<file path="src/hw/ostc_pkg.sv">
/*
 * Shared constants and decode functions for the optical sample timing and
 * configuration block: register addresses, field positions, reset values,
 * timing figures and the sample-rate and burst limit tables.
 * Assumes a 100 MHz core clock and a 32768 Hz or 32000 Hz sampling clock.
 */
package ostc_pkg;

	// Register addresses on the plain register port.
	localparam logic [7:0] ADDR_FE_CFG = 8'h11;
	localparam logic [7:0] ADDR_SR_AVG = 8'h12;
	localparam logic [7:0] ADDR_BURST  = 8'h13;

	// Reset values.
	localparam logic [7:0] RST_FE_CFG = 8'h03;
	localparam logic [7:0] RST_SR_AVG = 8'h88;
	localparam logic [7:0] RST_BURST  = 8'h40;

	// Field positions.
	localparam int FE_AMB_OFF_BIT = 7;
	localparam int FE_OFFSET_BIT  = 6;
	localparam int FE_CH2_LSB     = 4;
	localparam int FE_CH1_LSB     = 2;
	localparam int FE_TINT_LSB    = 0;
	localparam int SR_LSB         = 3;
	localparam int AVG_LSB        = 0;
	localparam int BU_SETTLE_LSB  = 6;
	localparam int BU_RATE_LSB    = 1;
	localparam int BU_EN_BIT      = 0;

	// Dark-current offsets and range base.
	localparam logic [19:0] DARK_OFS_SINGLE = 20'h02000;
	localparam logic [19:0] DARK_OFS_DUAL   = 20'h01000;
	localparam logic [15:0] FS_BASE_NA      = 16'h1000;

	// Sample-rate codes.
	localparam logic [4:0] SR_CODE_MAX = 5'h13;
	localparam logic [4:0] SR_DUAL_LO  = 5'h06;
	localparam logic [4:0] SR_DUAL_HI  = 5'h09;
	localparam logic [3:0] BURST_DIS   = 4'hF;

	// Timing in nanoseconds and the derived 100 MHz cycle counts.
	localparam int CLK_NS     = 10;
	localparam int TINT0_NS   = 14800;
	localparam int TINT1_NS   = 29400;
	localparam int TINT2_NS   = 58700;
	localparam int TINT3_NS   = 117300;
	localparam int SETTLE0_NS = 4000;
	localparam int SETTLE1_NS = 6000;
	localparam int SETTLE2_NS = 8000;
	localparam int SETTLE3_NS = 12000;
	localparam int EXTRA_NS   = 500;
	localparam int TINT0_CYC   = TINT0_NS / CLK_NS;
	localparam int TINT1_CYC   = TINT1_NS / CLK_NS;
	localparam int TINT2_CYC   = TINT2_NS / CLK_NS;
	localparam int TINT3_CYC   = TINT3_NS / CLK_NS;
	localparam int SETTLE0_CYC = SETTLE0_NS / CLK_NS;
	localparam int SETTLE1_CYC = SETTLE1_NS / CLK_NS;
	localparam int SETTLE2_CYC = SETTLE2_NS / CLK_NS;
	localparam int SETTLE3_CYC = SETTLE3_NS / CLK_NS;
	localparam int EXTRA_CYC   = EXTRA_NS / CLK_NS;

	// Sample period per rate code, in sampling-clock ticks.
	localparam logic [12:0] SR_TICKS [0:19] = '{
		13'd1311, 13'd655, 13'd390, 13'd328, 13'd164, 13'd82,
		13'd1311, 13'd655, 13'd390, 13'd328,
		13'd4096, 13'd2048, 13'd1024, 13'd512, 13'd256, 13'd128,
		13'd64, 13'd32, 13'd16, 13'd8};

	// Burst period per burst-rate code, in sampling-clock ticks.
	localparam logic [12:0] BURST_TICKS [0:3] = '{
		13'd4096, 13'd1024, 13'd390, 13'd128};

	function automatic logic sr_is_dual(input logic [4:0] code);
		return (code >= SR_DUAL_LO) && (code <= SR_DUAL_HI);
	endfunction : sr_is_dual

	function automatic logic [12:0] sr_ticks(input logic [4:0] code);
		return SR_TICKS[(code > SR_CODE_MAX) ? SR_CODE_MAX : code];
	endfunction : sr_ticks

	// Fastest rate code allowed for a pulse mode, exposure count and
	// integration time.
	function automatic logic [4:0] sr_max_code(input logic dual,
		input logic [2:0] expo, input logic [1:0] tint);
		logic [4:0] c;
		c = 5'h13;
		if (dual) begin
			case (expo)
				3'h1: c = 5'h09;
				3'h2: c = (tint == 2'h0) ? 5'h09 : 5'h08;
				3'h3: c = 5'h07;
				default: c = 5'h06;
			endcase
		end else begin
			case ({expo, tint})
				5'h04: c = 5'h13;
				5'h05, 5'h06, 5'h08: c = 5'h12;
				5'h07, 5'h09, 5'h0A, 5'h0C, 5'h0D, 5'h10: c = 5'h11;
				5'h13: c = 5'h05;
				5'h1A: c = 5'h05;
				5'h17, 5'h1B: c = 5'h0F;
				5'h1F, 5'h1E: c = (tint == 2'h3) ? 5'h0F : 5'h05;
				default: c = 5'h10;
			endcase
		end
		return c;
	endfunction : sr_max_code

	// Largest averaging code per burst, one nibble per burst rate.
	function automatic logic [3:0] burst_avg_max(input logic [4:0] code,
		input logic [1:0] rate);
		logic [15:0] row;
		case (code)
			5'h00, 5'h06: row = 16'hFFF1;
			5'h01, 5'h07: row = 16'hFF02;
			5'h02, 5'h03, 5'h08, 5'h09: row = 16'hFF13;
			5'h04: row = 16'hF024;
			5'h05: row = 16'hF135;
			5'h0B: row = 16'hFFF0;
			5'h0C: row = 16'hFFF1;
			5'h0D: row = 16'hFF02;
			5'h0E: row = 16'hF013;
			5'h0F: row = 16'hF124;
			5'h10: row = 16'hF235;
			5'h11: row = 16'h0346;
			5'h12: row = 16'h1457;
			5'h13: row = 16'h2567;
			default: row = 16'hFFFF;
		endcase
		return row[rate*4 +: 4];
	endfunction : burst_avg_max

endpackage : ostc_pkg

</file>
<file path="src/hw/ostc_avg.sv">
/*
 * One channel of the on-chip averager: adds the dark offset to each
 * result, accumulates 2^code results and emits their mean.
 * Assumes in_valid pulses are on the mclk domain and at most one a cycle.
 */
`timescale 1ns/100ps
module ostc_avg #(
	parameter int IW = 19,
	parameter int OW = 20
) (
	input  wire logic          mclk,
	input  wire logic          rstn,
	input  wire logic          clr,
	input  wire logic          in_valid,
	input  wire logic [IW-1:0] in_data,
	input  wire logic [OW-1:0] offset,
	input  wire logic [2:0]    avg_code,
	output logic               out_valid,
	output logic [OW-1:0]      out_data
);
	localparam int AW = OW + 8;

	logic [AW-1:0] acc_r;
	logic [7:0]    cnt_r;
	logic [AW-1:0] sum;
	logic [7:0]    last_cnt;
	logic          done;
	logic [AW-1:0] mean;

	assign sum      = acc_r + AW'(in_data) + AW'(offset);
	assign last_cnt = 8'((9'h001 << avg_code) - 9'h001);
	assign done     = in_valid && (cnt_r == last_cnt);
	assign mean     = sum >> avg_code;

	always_ff @(posedge mclk or negedge rstn) begin
		if (!rstn) begin
			acc_r     <= '0;
			cnt_r     <= 8'h00;
			out_valid <= 1'b0;
			out_data  <= '0;
		end else begin
			out_valid <= done;
			if (done)
				out_data <= mean[OW-1:0];
			if (clr || done) begin
				acc_r <= '0;
				cnt_r <= 8'h00;
			end else if (in_valid) begin
				acc_r <= sum;
				cnt_r <= cnt_r + 8'h01;
			end
		end
	end
endmodule : ostc_avg

</file>
<file path="src/hw/ostc_top.sv">
/*
 * Configuration and sample timing of an optical acquisition front end:
 * three configuration registers, rate and averaging limits, sample and
 * burst scheduling, emitter and integration windows, per-channel averaging.
 * Assumes a 100 MHz mclk, a free-running 32768 Hz or 32000 Hz sampling
 * clock on samp_clk_pin and converter results on the mclk domain.
 */
// The address-and-strobe port was left to the implementer.
`timescale 1ns/100ps
module ostc_top #(
	parameter int TINT2_CYC = ostc_pkg::TINT2_CYC,
	parameter int TINT3_CYC = ostc_pkg::TINT3_CYC
) (
	input  wire logic        mclk,
	input  wire logic        rstn,
	input  wire logic [7:0]  reg_addr,
	input  wire logic [7:0]  reg_wdata,
	input  wire logic        reg_wr,
	input  wire logic        reg_rd,
	output logic      [7:0]  reg_rdata,
	input  wire logic        samp_clk_pin,
	input  wire logic [2:0]  exposure_count,
	input  wire logic        conv_valid,
	input  wire logic [18:0] conv_ch1,
	input  wire logic [18:0] conv_ch2,
	output logic             ambient_cancel_on,
	output logic      [1:0]  ch1_range_sel,
	output logic      [1:0]  ch2_range_sel,
	output logic      [15:0] ch1_full_scale_na,
	output logic      [15:0] ch2_full_scale_na,
	output logic      [4:0]  rate_code_used,
	output logic      [2:0]  avg_code_used,
	output logic             dual_pulse,
	output logic             burst_active,
	output logic             sample_start,
	output logic             emitter_on,
	output logic             integrate_on,
	output logic             result_valid,
	output logic      [19:0] result_ch1,
	output logic      [19:0] result_ch2
);
	typedef enum logic [1:0] {SEQ_IDLE, SEQ_PULSE, SEQ_GAP} ostc_seq_e;

	logic [7:0]  fe_cfg_r;
	logic [7:0]  sr_avg_r;
	logic [7:0]  burst_r;
	logic [7:0]  rdata_nxt;
	logic        wr_fe;
	logic        wr_sr;
	logic        wr_bu;

	// Field views.
	logic [1:0]  tint_sel;
	logic [4:0]  sr_req;
	logic [2:0]  avg_req;
	logic [1:0]  settle_sel;
	logic [1:0]  burst_rate;
	logic        burst_en;

	// Limit evaluation.
	logic [2:0]  expo;
	logic        req_dual;
	logic [4:0]  max_code;
	logic        too_fast;
	logic [4:0]  sr_eff;
	logic [3:0]  bmax;
	logic        burst_dis;
	logic [2:0]  avg_eff;
	logic [19:0] dark_ofs;

	assign wr_fe = reg_wr && (reg_addr == ostc_pkg::ADDR_FE_CFG);
	assign wr_sr = reg_wr && (reg_addr == ostc_pkg::ADDR_SR_AVG);
	assign wr_bu = reg_wr && (reg_addr == ostc_pkg::ADDR_BURST);

	assign tint_sel   = fe_cfg_r[ostc_pkg::FE_TINT_LSB +: 2];
	assign sr_req     = sr_avg_r[ostc_pkg::SR_LSB +: 5];
	assign avg_req    = sr_avg_r[ostc_pkg::AVG_LSB +: 3];
	assign settle_sel = burst_r[ostc_pkg::BU_SETTLE_LSB +: 2];
	assign burst_rate = burst_r[ostc_pkg::BU_RATE_LSB +: 2];
	assign burst_en   = burst_r[ostc_pkg::BU_EN_BIT];

	// Out-of-range exposure counts are treated as the nearest legal count.
	assign expo = (exposure_count == 3'h0) ? 3'h1 :
		(exposure_count > 3'h6) ? 3'h6 : exposure_count;
	// Reserved codes fall through as too fast, so they land on the limit.
	assign req_dual = ostc_pkg::sr_is_dual(sr_req);
	assign max_code = ostc_pkg::sr_max_code(req_dual, expo, tint_sel);
	assign too_fast = (sr_req > ostc_pkg::SR_CODE_MAX) ||
		(ostc_pkg::sr_ticks(sr_req) < ostc_pkg::sr_ticks(max_code));
	assign sr_eff   = too_fast ? max_code : sr_req;
	assign dual_pulse = ostc_pkg::sr_is_dual(sr_eff);

	assign bmax      = ostc_pkg::burst_avg_max(sr_eff, burst_rate);
	assign burst_dis = (bmax == ostc_pkg::BURST_DIS);
	assign avg_eff   = (burst_en && !burst_dis && ({1'b0, avg_req} > bmax)) ?
		bmax[2:0] : avg_req;
	assign dark_ofs  = !fe_cfg_r[ostc_pkg::FE_OFFSET_BIT] ? 20'h00000 :
		dual_pulse ? ostc_pkg::DARK_OFS_DUAL :
		ostc_pkg::DARK_OFS_SINGLE;

	// Register file.  Burst enable is cleared by hardware one cycle after
	// software sets it into a configuration that no burst length fits.
	always_ff @(posedge mclk or negedge rstn) begin
		if (!rstn) begin
			fe_cfg_r <= ostc_pkg::RST_FE_CFG;
			sr_avg_r <= ostc_pkg::RST_SR_AVG;
			burst_r  <= ostc_pkg::RST_BURST;
		end else begin
			if (wr_fe)
				fe_cfg_r <= reg_wdata;
			if (wr_sr)
				sr_avg_r <= reg_wdata;
			if (wr_bu)
				burst_r <= reg_wdata & 8'hC7;
			else if (burst_en && burst_dis)
				burst_r[ostc_pkg::BU_EN_BIT] <= 1'b0;
		end
	end

	always_comb begin
		rdata_nxt = 8'h00;
		if (reg_rd) begin
			case (reg_addr)
				ostc_pkg::ADDR_FE_CFG: rdata_nxt = fe_cfg_r;
				ostc_pkg::ADDR_SR_AVG: rdata_nxt = {sr_eff, avg_req};
				ostc_pkg::ADDR_BURST:  rdata_nxt = burst_r;
				default:               rdata_nxt = 8'h00;
			endcase
		end
	end

	// Decoded configuration outputs.
	always_ff @(posedge mclk or negedge rstn) begin
		if (!rstn) begin
			reg_rdata         <= 8'h00;
			ambient_cancel_on <= 1'b1;
			ch1_range_sel     <= 2'h0;
			ch2_range_sel     <= 2'h0;
			ch1_full_scale_na <= ostc_pkg::FS_BASE_NA;
			ch2_full_scale_na <= ostc_pkg::FS_BASE_NA;
			rate_code_used    <= 5'h11;
			avg_code_used     <= 3'h0;
			burst_active      <= 1'b0;
		end else begin
			reg_rdata         <= rdata_nxt;
			ambient_cancel_on <= !fe_cfg_r[ostc_pkg::FE_AMB_OFF_BIT];
			ch1_range_sel     <= fe_cfg_r[ostc_pkg::FE_CH1_LSB +: 2];
			ch2_range_sel     <= fe_cfg_r[ostc_pkg::FE_CH2_LSB +: 2];
			ch1_full_scale_na <= ostc_pkg::FS_BASE_NA <<
				fe_cfg_r[ostc_pkg::FE_CH1_LSB +: 2];
			ch2_full_scale_na <= ostc_pkg::FS_BASE_NA <<
				fe_cfg_r[ostc_pkg::FE_CH2_LSB +: 2];
			rate_code_used    <= sr_eff;
			avg_code_used     <= avg_eff;
			burst_active      <= burst_en && !burst_dis;
		end
	end

	// Sampling clock crossing; the second and third stages feed the edge detector.
	logic sclk_s1_r;
	logic sclk_s2_r;
	logic sclk_s3_r;
	logic tick;

	always_ff @(posedge mclk or negedge rstn) begin
		if (!rstn) begin
			sclk_s1_r <= 1'b0;
			sclk_s2_r <= 1'b0;
			sclk_s3_r <= 1'b0;
		end else begin
			sclk_s1_r <= samp_clk_pin;
			sclk_s2_r <= sclk_s1_r;
			sclk_s3_r <= sclk_s2_r;
		end
	end
	assign tick = sclk_s2_r && !sclk_s3_r;

	// Sample and burst scheduling in sampling-clock ticks, so a 32000 Hz
	// clock scales every rate by the same factor.
	logic [12:0] samp_cnt_r;
	logic [12:0] burst_cnt_r;
	logic [7:0]  burst_left_r;
	logic        bursting;
	logic        samp_due;
	logic        burst_wrap;
	logic        fire;
	logic [12:0] period;
	logic [12:0] bperiod;

	assign bursting   = burst_en && !burst_dis;
	assign period     = ostc_pkg::sr_ticks(sr_eff);
	assign bperiod    = ostc_pkg::BURST_TICKS[burst_rate];
	assign burst_wrap = tick && bursting && (burst_cnt_r >= bperiod - 13'd1);
	assign samp_due   = tick && (samp_cnt_r >= period - 13'd1);
	assign fire = bursting ? (burst_wrap || (samp_due && burst_left_r != 8'h00))
		: samp_due;

	always_ff @(posedge mclk or negedge rstn) begin
		if (!rstn) begin
			samp_cnt_r   <= 13'h0000;
			burst_cnt_r  <= 13'h0000;
			burst_left_r <= 8'h00;
		end else begin
			if (fire || burst_wrap)
				samp_cnt_r <= 13'h0000;
			else if (tick)
				samp_cnt_r <= samp_cnt_r + 13'd1;
			if (!bursting || burst_wrap)
				burst_cnt_r <= 13'h0000;
			else if (tick)
				burst_cnt_r <= burst_cnt_r + 13'd1;
			if (!bursting)
				burst_left_r <= 8'h00;
			else if (burst_wrap)
				burst_left_r <= 8'((9'h001 << avg_eff) - 9'h001);
			else if (fire)
				burst_left_r <= burst_left_r - 8'h01;
		end
	end

	// Exposure sequencer: one emitter pulse per exposure and per pulse.
	logic [13:0] tint_cyc;
	logic [13:0] settle_cyc;
	logic [13:0] pw_cyc;
	logic [13:0] cyc_r;
	logic [3:0]  pulses_left_r;
	logic [3:0]  pulses_total;
	ostc_seq_e   seq_r;
	ostc_seq_e   seq_nxt;
	logic        pulse_end;

	assign tint_cyc = (tint_sel == 2'h0) ? 14'(ostc_pkg::TINT0_CYC) :
		(tint_sel == 2'h1) ? 14'(ostc_pkg::TINT1_CYC) :
		(tint_sel == 2'h2) ? 14'(TINT2_CYC) : 14'(TINT3_CYC);
	assign settle_cyc = (settle_sel == 2'h0) ? 14'(ostc_pkg::SETTLE0_CYC) :
		(settle_sel == 2'h1) ? 14'(ostc_pkg::SETTLE1_CYC) :
		(settle_sel == 2'h2) ? 14'(ostc_pkg::SETTLE2_CYC) :
		14'(ostc_pkg::SETTLE3_CYC);
	assign pw_cyc = tint_cyc + settle_cyc + 14'(ostc_pkg::EXTRA_CYC);
	assign pulses_total = dual_pulse ? {expo, 1'b0} : {1'b0, expo};
	assign pulse_end = (seq_r == SEQ_PULSE) && (cyc_r == pw_cyc - 14'd1);

	always_comb begin
		seq_nxt = seq_r;
		case (seq_r)
			SEQ_IDLE:  if (fire) seq_nxt = SEQ_PULSE;
			SEQ_PULSE: if (pulse_end)
				seq_nxt = (pulses_left_r == 4'h1) ? SEQ_IDLE : SEQ_GAP;
			SEQ_GAP:   seq_nxt = SEQ_PULSE;
			default:   seq_nxt = SEQ_IDLE;
		endcase
	end

	// A sample request that lands while a sequence runs is dropped; the
	// rate limits keep this from happening in legal configurations.
	always_ff @(posedge mclk or negedge rstn) begin
		if (!rstn) begin
			seq_r         <= SEQ_IDLE;
			cyc_r         <= 14'h0000;
			pulses_left_r <= 4'h0;
			sample_start  <= 1'b0;
			emitter_on    <= 1'b0;
			integrate_on  <= 1'b0;
		end else begin
			seq_r        <= seq_nxt;
			sample_start <= (seq_r == SEQ_IDLE) && fire;
			if (seq_r == SEQ_IDLE)
				pulses_left_r <= pulses_total;
			else if (pulse_end)
				pulses_left_r <= pulses_left_r - 4'h1;
			cyc_r <= (seq_r == SEQ_PULSE && !pulse_end) ?
				cyc_r + 14'd1 : 14'h0000;
			emitter_on <= (seq_nxt == SEQ_PULSE);
			integrate_on <= (seq_r == SEQ_PULSE) && !pulse_end &&
				(cyc_r + 14'd1 >= settle_cyc) &&
				(cyc_r + 14'd1 < settle_cyc + tint_cyc);
		end
	end

	// Averaging restarts on a write to any of the three configuration registers and at each burst start, not on an exposure_count change.
	logic avg_clr;
	logic [1:0] ch_valid;

	assign avg_clr = wr_sr || wr_fe || wr_bu || burst_wrap;

	ostc_avg #(
		.IW (19),
		.OW (20)
	) u_avg_ch1 (
		.mclk      (mclk),
		.rstn      (rstn),
		.clr       (avg_clr),
		.in_valid  (conv_valid),
		.in_data   (conv_ch1),
		.offset    (dark_ofs),
		.avg_code  (avg_eff),
		.out_valid (ch_valid[0]),
		.out_data  (result_ch1)
	);

	ostc_avg #(
		.IW (19),
		.OW (20)
	) u_avg_ch2 (
		.mclk      (mclk),
		.rstn      (rstn),
		.clr       (avg_clr),
		.in_valid  (conv_valid),
		.in_data   (conv_ch2),
		.offset    (dark_ofs),
		.avg_code  (avg_eff),
		.out_valid (ch_valid[1]),
		.out_data  (result_ch2)
	);

	assign result_valid = ch_valid[0] && ch_valid[1];
endmodule : ostc_top

</file>
<file path="config.mk">
export PLATFORM = sky130hd
export DESIGN_NAME = ostc_top
export DESIGN_NICKNAME = d
export VERILOG_FILES = /design/src/hw/ostc_pkg.sv /design/src/hw/ostc_avg.sv /design/src/hw/ostc_top.sv
export SDC_FILE = /design/constraint.sdc
export NUM_CORES = 1
export LEC_CHECK = 0
export CORE_ASPECT_RATIO = 1.25
export CORE_MARGIN = 4
export CORE_UTILIZATION = 55
export CTS_BUF_LIST = sky130_fd_sc_hd__clkbuf_16
export DETAILED_ROUTE_END_ITERATION = 10
export DONT_BUFFER_PORTS = 1
export GPL_ROUTABILITY_DRIVEN = 0
export GPL_TIMING_DRIVEN = 0
export PLACE_DENSITY = 0.69
export SKIP_CTS_REPAIR_TIMING = 1
export SYNTH_ARGS = -nofsm -noshare
export SYNTH_HDL_FRONTEND = slang
export SYNTH_SLANG_ARGS = --single-unit
</file>
<file path="constraint.sdc">
create_clock -name mclk -period 17.75 [get_ports mclk]
set_input_delay 2.6625 -clock mclk [delete_from_list [all_inputs] [get_ports mclk]]
set_output_delay 2.6625 -clock mclk [all_outputs]
set_load 0.02 [all_outputs]
</file>
==> results of run 1 <==
how the worst max path moves through the flow:
stage                     cells past startpoint                     end  slack [ns]         startpoint
final                                        43  u_avg_ch1.out_data[14]        3.55  exposure_count[1]
after global routing                         43      u_avg_ch1.acc_r[5]        2.89  exposure_count[1]
after CTS                                    43  u_avg_ch1.out_data[14]        3.81  exposure_count[1]
after detailed placement                     43  u_avg_ch1.out_data[14]        3.29  exposure_count[1]
after global placement                       43  u_avg_ch1.out_data[14]        3.37  exposure_count[1]
after floorplan                              44  u_avg_ch1.out_data[10]        5.98  exposure_count[1]
layout make-up:
type                            count  area, um2  area share [%]
Buffer                            125        592            2.93
Clock buffer                       25        626            3.10
Sequential cell                   223       5590            27.7
Clock inverter                     20        218            1.08
Inverter                          103        387            1.92
Multi-Input combinational cell   1645      12200            60.6
Tap cell                          423        529            2.62
report_power, final:
group	switching, mW	internal (mW)
combinational	1.17	0.856
clock	0.215	0.327
sequential	0.162	0.654
total	1.55	1.84
logic make-up after synthesis:
family / after synthesis / share of synthesized area [%]
multiplexers: 215 / 12.2
buffers and inverters: 228 / 5.23
AO/OA/AOI/OAI: 444 / 16.1
XOR/XNOR: 149 / 6.98
flip-flops: 223 / 29.9
adder cells (fa/ha/maj): 197 / 13.4
AND/OR/NAND/NOR: 616 / 16.1
other: 1 / 0.0200
per-layer routing:
layer | vias to the layer above | wire length (um)
met3 | 109 | 3110
met2 | 507 | 24800
li1 | 7524 | -
met1 | 7558 | 20000
met4 | 0 | 1710
met5 | - | 0
placed cells by master (no fill, tap or decap), types with 17 or more instances in the layout:
cell type,count
o22ai_1,19
nor2b_1,26
xnor2_1,102
a31oi_1,22
clkbuf_16,25
a22oi_1,18
conb_1,24
nand2b_1,25
dfrtp_1,213
ha_1,189
nand3_1,58
inv_1,102
a211oi_1,26
nor3_1,107
o21a_1,17
nand2_1,144
a21o_1,33
a21oi_1,104
mux2i_1,124
and3_1,26
nand4_1,32
clkbuf_1,68
mux2_2,75
xor2_1,47
o21ai_0,90
buf_4,28
nor2_1,136
Yosys cell counts, drive strengths merged (32+ instances only):
library cell / number / area, um2
dfrtp: 213 / 5330
ha: 189 / 2360
nand2: 145 / 547
nor2: 138 / 523
mux2i: 124 / 1240
nor3: 108 / 546
a21oi: 106 / 538
inv: 103 / 387
xnor2: 102 / 893
o21ai: 98 / 509
mux2: 89 / 1000
clkbuf: 68 / 255
nand3: 58 / 290
buf: 57 / 337
xor2: 47 / 412
a21o: 33 / 248
nand4: 32 / 200
registers in the layout, indices dropped and copies added (netlist names), 3 cells and up:
name                count
u_avg_ch1.acc_r        27
burst_cnt_r            13
reg_rdata               8
u_avg_ch2.out_data     20
cyc_r                  14
u_avg_ch2.acc_r        27
fe_cfg_r                8
u_avg_ch2.cnt_r         8
rate_code_used          5
pulses_left_r           4
avg_code_used           3
ch1_full_scale_na       4
ch2_full_scale_na       4
u_avg_ch1.cnt_r         8
u_avg_ch1.out_data     20
burst_r                 5
sr_avg_r                8
samp_cnt_r             13
burst_left_r            8
==> run metrics, run 1 <==
DP Wirelength=37,600 um; yosys warns=0; design area=20,200 um2; max-cap violations=0; Critical Path RT=18.18 ns; Yosys reg bits=223; final WL=49,500 um; Fmax achieved=0.0704 GHz; # fillers=2,973; Final Max Slew Viols=0; hold endpoint=sclk_s2_r; # rows=75; largest net degree at the start of global routing=224; Skew-Pair Late Insertion Delay=0.55 ns; Finished Layout Cells=2,564; total power draw=3.39 mW; Initial Util=55.7%; FF-to-FF path depth=42; global-route wire length before repair=82,300 um; CP max stage cell=o21ai_0; H-Tree Depth=1; initial antenna violation count=0; Synth Cell Area=18,700 um2; GRT overflow=0; CP delay by family, top=compound AO/OA/AOI/OAI gates; unrepaired setup endpoints after global routing=false; Die X=173 um; CTS root buf=clkbuf_16; CTS tree=yes; Hold Path Depth=0; pre-CTS setup slack=3.29 ns; Port Buffer Count=0; crit start category=primary input; busiest grt layer=met2; Lkg Pwr=9.48 nW; register area share after synthesis=29.9%; clock sink count=223; Fin Setup TNS=0 ns; Post-route DRC=0; Power per Cell Area=168 nW/um2; layout cells sized above 1=9.29%; slowest cell delay on critical path=0.86 ns; Ant. Diodes=0; Max clock buf depth=3; worst vdd ir=0.000137 V; cell mode on critical path=ha_1; met3 usage=4.69%; status=complete, no violations; reg2reg setup slack=5.00 ns; clock transition at the registers of the reported paths=0.06 ns; Post-DP Area=19,300 um2; slew margin rel.=28.6%; Synth-to-Final Area Change=7.80%; Worst Hold Class=flip-flop to flip-flop; Crit Path Max Fanout=10; r2r startpoint=sr_avg_r[7]; fin crit share=80.0%; Worst R2R End=u_avg_ch1.out_data[14]; worst-margin pin slew=1.06 ns; CP Buf/Inv Count=11; First-pass DRT Iterations=6; utilization after layout=60.0%; Setup CP Type=primary input to flip-flop; critical path endpoint category=flip-flop; Inst Count DP=2,519; hold_sp=sclk_s1_r; IO Pins=162; Via-to-Cell Ratio=6.12; Critical Path AT=14.62 ns; vias in the first global route=16,200; met2 usage=47.6%; WL/cell=19.3 um; final worst-path setup slack=3.55 ns; met1 usage=31.0%; final hold vios=0; hold slack=0.349 ns; syn_area_per_cell=9.02 um2; clk_skew=0.0159 ns; Yosys cell types=93; area of the core=33,600 um2; ys async rst share=100%; DR vias=15,700; main flop type after synthesis=dfrtp_1; DIE AREA=37,000 um2; remaining antenna violation count=0; min Tclk post-route=14.20 ns; fin nets=2,382; chip height=214 um; cts bufs inserted=25; DR iter-0 viols=1,077; gr usage total=26.3%; # setup viols final=0; cell count after synthesis=2,073; number of synthesized flops with an enable pin=0
Note: power is estimated with default switching activity, not from simulation.
==> run 2: changes to the inputs <==
- ABC_AREA: unset -> 1
- PLACE_DENSITY: 0.69 -> 0.72
- clock period: 17.75 -> 12.7 ns (I/O delays scaled with it)
==> run metrics, run 2 <==
critical path endpoint category=flip-flop; count leader, synth=nand2_1; Yosys cell types=62; Critical Path AT=11.31 ns; ys async rst share=100%; cell count after synthesis=2,517; hold_sp=sclk_s1_r; biggest regs=u_avg_ch1.acc_r: 27 flops, u_avg_ch2.acc_r: 27 flops; CP max stage cell=buf_1; Max clock buf depth=3; number of synthesized flops with an enable pin=0; slew margin rel.=34.7%; largest net degree at the start of global routing=224; Fin Setup TNS=0 ns; worst-margin pin slew=0.970 ns; H-Tree Depth=1; Fmax achieved=0.0919 GHz; area of the core=32,700 um2; hold slack=0.350 ns; Finished Layout Cells=3,006; Inst Count DP=2,958; Register Area=5590 um2; initial antenna violation count=1; Worst Hold Class=flip-flop to flip-flop; Power per Cell Area=214 nW/um2; Port Buffer Count=0; Initial Util=55.7%; final WL=50,000 um; gr usage total=27.5%; post-synth top area share=29.3%; r2r startpoint=fe_cfg_r[1]; Seq pwr share=26.0%; remaining antenna violation count=0; Hold Path Depth=0; Logic pwr share=56.3%; chip height=211 um; DR iter-0 viols=1,289; most frequent cells in the layout=nand2_1 (626), inv_1 (301), nand3_1 (225); global-route wire length before repair=82,000 um; Int Power=2.18 mW; register area share after synthesis=30.7%; area of the multi-input gates=11,000 um2; Post-synth top cells=nand2_1 (626), inv_1 (295), nand3_1 (225); Synth area leaders=dfrtp_1 (29%), ha_1 (13%), nand2_1 (13%); min Tclk post-route=10.88 ns; crit start category=primary input; hold endpoint=sclk_s2_r; most common cell after layout, fill and taps aside=nand2_1; CP Buf/Inv Count=14; Post-route DRC=0; Via-to-Cell Ratio=5.59; CTS tree=yes; final hold vios=0; WL/cell=16.6 um; Lkg Pwr=10.2 nW; CP delay by family, top=simple AND/OR/NAND/NOR gates; layout cells sized above 1=6.34%; Synth-to-Final Area Change=8.00%; reg2reg setup slack=2.58 ns; Die X=171 um; Skew-Pair Late Insertion Delay=0.54 ns; Worst R2R End=u_avg_ch1.acc_r[11]; Ant. Diodes=0; First-pass DRT Iterations=6; Synth area leader=dfrtp_1; Yosys reg bits=223; slowest cell delay on critical path=0.45 ns; DP Wirelength=39,000 um; FF-to-FF path depth=61; worst vdd ir=0.000146 V; Switch Pwr=2.03 mW; Clk pwr share=17.7%; fin crit share=85.7%; clk_skew=0.00941 ns; DR vias=16,800; vias in the first global route=16,500; Critical Path RT=13.13 ns; Final Max Slew Viols=0; DIE AREA=36,100 um2; cell mode on critical path=nand2_1; fin nets=2,826; IO Pins=162; syn_area_per_cell=7.23 um2; cts bufs inserted=26; # setup viols final=0; utilization after layout=60.2%; yosys warns=0; # fillers=3,042; GRT overflow=0; Synth Cell Area=18,200 um2; Setup CP Type=primary input to flip-flop; CTS root buf=clkbuf_16; status=complete, no violations; clock sink count=223; # rows=74; clock transition at the registers of the reported paths=0.06 ns; max-cap violations=0; Sw Ratio=48.2%; main flop type after synthesis=dfrtp_1; unrepaired setup endpoints after global routing=false; Crit Path Max Fanout=10
-- run 2: cell count changes in the layout (fill, tap and decap cells not counted), sizes merged, moves of 37 or more --
cell / change
nor3: -65
o21ai: +44
xnor2: -74
nand2: +504
xor2: +37
mux2: -89
mux2i: -113
nor2: +95
nand3: +173
inv: +202
-- run 2: how the worst max path moves through the flow --
| stage | depth (start not counted) | endpoint | slack (ns) | startpoint |
|---|---|---|---|---|
| after floorplan | 65 | u_avg_ch2.out_data[7] | 3.53 | exposure_count[2] |
| after global placement | 64 | u_avg_ch2.acc_r[5] | 1.71 | exposure_count[2] |
| after detailed placement | 64 | u_avg_ch1.acc_r[16] | 1.55 | exposure_count[2] |
| after CTS | 64 | u_avg_ch1.acc_r[26] | 2.07 | exposure_count[2] |
| after global routing | 64 | u_avg_ch1.acc_r[18] | 0.96 | exposure_count[2] |
| final | 64 | u_avg_ch1.acc_r[11] | 1.82 | exposure_count[2] |
-- run 2: stage by stage --
step           total power, mW  cell area [um2]  setup WS (ns)
2_1_floorplan             2.83            18300           3.53
3_3_place_gp              3.35            18800           1.71
3_5_place_dp              3.41            18800           1.55
4_1_cts                   4.19            19700           2.07
5_1_grt                   4.59            19700          0.956
6_report                  4.22            19700           1.82
-- run 2: cell families (layout without fill, tap and decap cells) --
family / count (synthesis) / in the layout / synth area share, %
DFF: 223 / 223 / 30.7
muxes: 11 / 11 / 0.605
xor gates and xnor gates: 112 / 112 / 5.39
buffers and inverters: 406 / 454 / 9.61
AOI/OAI and AO/OA: 359 / 359 / 11.4
and+or+nand+nor: 1210 / 1210 / 28.6
adders and majority gates: 195 / 195 / 13.7
other: 1 / 24 / 0.0206
-- run 2: final cells by class --
type / count / share of cell area, %
plain buffers: 97 / 2.98
clock buffers: 27 / 3.44
clock inverters: 21 / 0.872
inverters: 309 / 5.92
multi-input cells: 1911 / 55.7
flip-flops and latches: 223 / 28.4
well taps: 418 / 2.66
-- run 2: power by group through the flow --
stage | logic, mW | registers [mW] | clock network, mW
after CTS | 2.33 | 1.10 | 0.762
final | 2.38 | 1.10 | 0.746
after global routing | 2.68 | 1.12 | 0.791
after global placement | 2.25 | 1.10 | 0
after floorplan | 1.76 | 1.06 | 0
after detailed placement | 2.31 | 1.11 | 0
-- run 2: metal layers --
metal / part of all wire [%] / routed length, um / vias to the layer above / track usage (%)
met5: 0.040 / 20 / - / 0
met1: 40 / 20200 / 7706 / 34.5
met4: 3.3 / 1640 / 2 / 9.37
met3: 9.1 / 4550 / 130 / 6.39
met2: 47 / 23600 / 658 / 46.7
li1: - / - / 8304 / -
==> run 3: changes to the inputs <==
- CORE_UTILIZATION: 55 -> 40
- PLACE_DENSITY: 0.72 -> 0.55
==> run metrics, run 3 (synthesis gave the netlist of run 2 again) <==
Worst Hold Class=flip-flop to flip-flop; DIE AREA=49,000 um2; Inst Count DP=3,118; Lkg Pwr=10.2 nW; top layer reached by signal wires=met5; Sw Ratio=48.6%; Critical Path RT=13.14 ns; # setup viols final=0; global-route wire length before repair=85,600 um; vias in the first global route=16,000; WL/cell=16.7 um; area of the core=45,100 um2; hold_sp=sclk_s1_r; CTS tree=yes; CP max stage cell=buf_1; Hold Path Depth=0; Initial Util=40.4%; fin crit share=84.8%; hold slack=0.359 ns; fin nets=2,826; Logic pwr share=55.8%; Final Max Slew Viols=0; biggest regs=u_avg_ch1.acc_r: 27 flops, u_avg_ch2.acc_r: 27 flops; reg2reg setup slack=2.71 ns; Seq pwr share=25.5%; worst-margin pin slew=1.04 ns; layout cells sized above 1=6.57%; design area=19,900 um2; CTS root buf=clkbuf_16; # rows=87; Worst R2R End=u_avg_ch2.acc_r[12]; cell mode on critical path=nand2_1; unrepaired setup endpoints after global routing=false; Max clock buf depth=3; final hold vios=0; gr usage total=21.4%; Via-to-Cell Ratio=5.22; Clk pwr share=18.8%; met3 WL post-DR=3700 um; Fin Setup TNS=0 ns; Register Area=5590 um2; r2r startpoint=fe_cfg_r[1]; Switch Pwr=2.10 mW; Fmax achieved=0.0929 GHz; final WL=53,000 um; First-pass DRT Iterations=6; final worst-path setup slack=1.94 ns; Synth-to-Final Area Change=9.43%; cts bufs inserted=26; H-Tree Depth=1; IO Pins=162; most frequent cells in the layout=nand2_1 (626), inv_1 (300), nand3_1 (225); initial antenna violation count=1; area of the multi-input gates=11,000 um2; DR vias=16,500; clock sink count=223; clock transition at the registers of the reported paths=0.06 ns; Finished Layout Cells=3,166; Crit Path Max Fanout=10; met2 WL=24,500 um; Post-DP Area=19,000 um2; status=complete, no violations; hold endpoint=sclk_s2_r; critical path endpoint category=flip-flop; Skew-Pair Late Insertion Delay=0.56 ns; slew margin rel.=30.0%; GRT overflow=0; Critical Path AT=11.20 ns; worst vdd ir=0.000127 V; Ant. Diodes=0; pre-CTS setup slack=1.43 ns; slowest cell delay on critical path=0.44 ns; min Tclk post-route=10.76 ns; Power per Cell Area=217 nW/um2; Int Power=2.22 mW; clk_skew=0.0185 ns; max-cap violations=0; chip height=247 um; Port Buffer Count=0; met1 WL=23,500 um; # fillers=4,711; most common cell after layout, fill and taps aside=nand2_1; DR iter-0 viols=1,195; crit start category=primary input; largest net degree at the start of global routing=224; Post-route DRC=0; Setup CP Type=primary input to flip-flop; remaining antenna violation count=0; FF-to-FF path depth=63; DP Wirelength=41,300 um; Die X=199 um
[run 3: worst max-delay path by stage]
stage / startpoint / to / slack [ns]
after CTS: exposure_count[2] / u_avg_ch2.acc_r[12] / 2.00
after global routing: exposure_count[2] / u_avg_ch2.acc_r[12] / 1.05
final: exposure_count[2] / u_avg_ch2.acc_r[12] / 1.94
after floorplan: exposure_count[2] / u_avg_ch2.out_data[7] / 3.53
after detailed placement: exposure_count[2] / u_avg_ch2.acc_r[13] / 1.43
after global placement: exposure_count[2] / u_avg_ch2.acc_r[14] / 1.46
[run 3: layout make-up]
| class | instances | area share (%) |
|---|---|---|
| flip-flops and latches | 223 | 28.1 |
| multi-input cells | 1911 | 55.0 |
| plain buffers | 97 | 2.94 |
| inverters | 309 | 5.85 |
| clock inverters | 21 | 1.16 |
| clock buffers | 27 | 3.39 |
| well taps | 578 | 3.63 |
[run 3: metal layers]
metal / GRT usage (%) / vias to the layer above
met5: 0 / -
met4: 5.98 / 2
met2: 35.3 / 494
met3: 4.34 / 92
met1: 28.5 / 7628
li1: - / 8298
[run 3: power groups by stage]
stage | Sequential (mW) | Clock, mW | Combinational [mW]
after floorplan | 1.06 | 0 | 1.76
after global placement | 1.11 | 0 | 2.33
after detailed placement | 1.11 | 0 | 2.36
after CTS | 1.10 | 0.837 | 2.38
after global routing | 1.13 | 0.870 | 2.73
final | 1.10 | 0.812 | 2.41
[run 3: stage by stage]
stage	power, mW	utilization (%)
after floorplan	2.83	-
after global routing	4.72	44.2
after detailed placement	3.47	42.2
after CTS	4.32	44.2
after global placement	3.44	42.2
final	4.32	44.2
[run 3: worst max-delay path, delay by kind of cell]
kind | cells | cell delay (ns)
simple gates | 35 | 4.28
buf+inv | 14 | 2.11
fa+ha+maj | 5 | 1.61
compound gates | 10 | 1.25
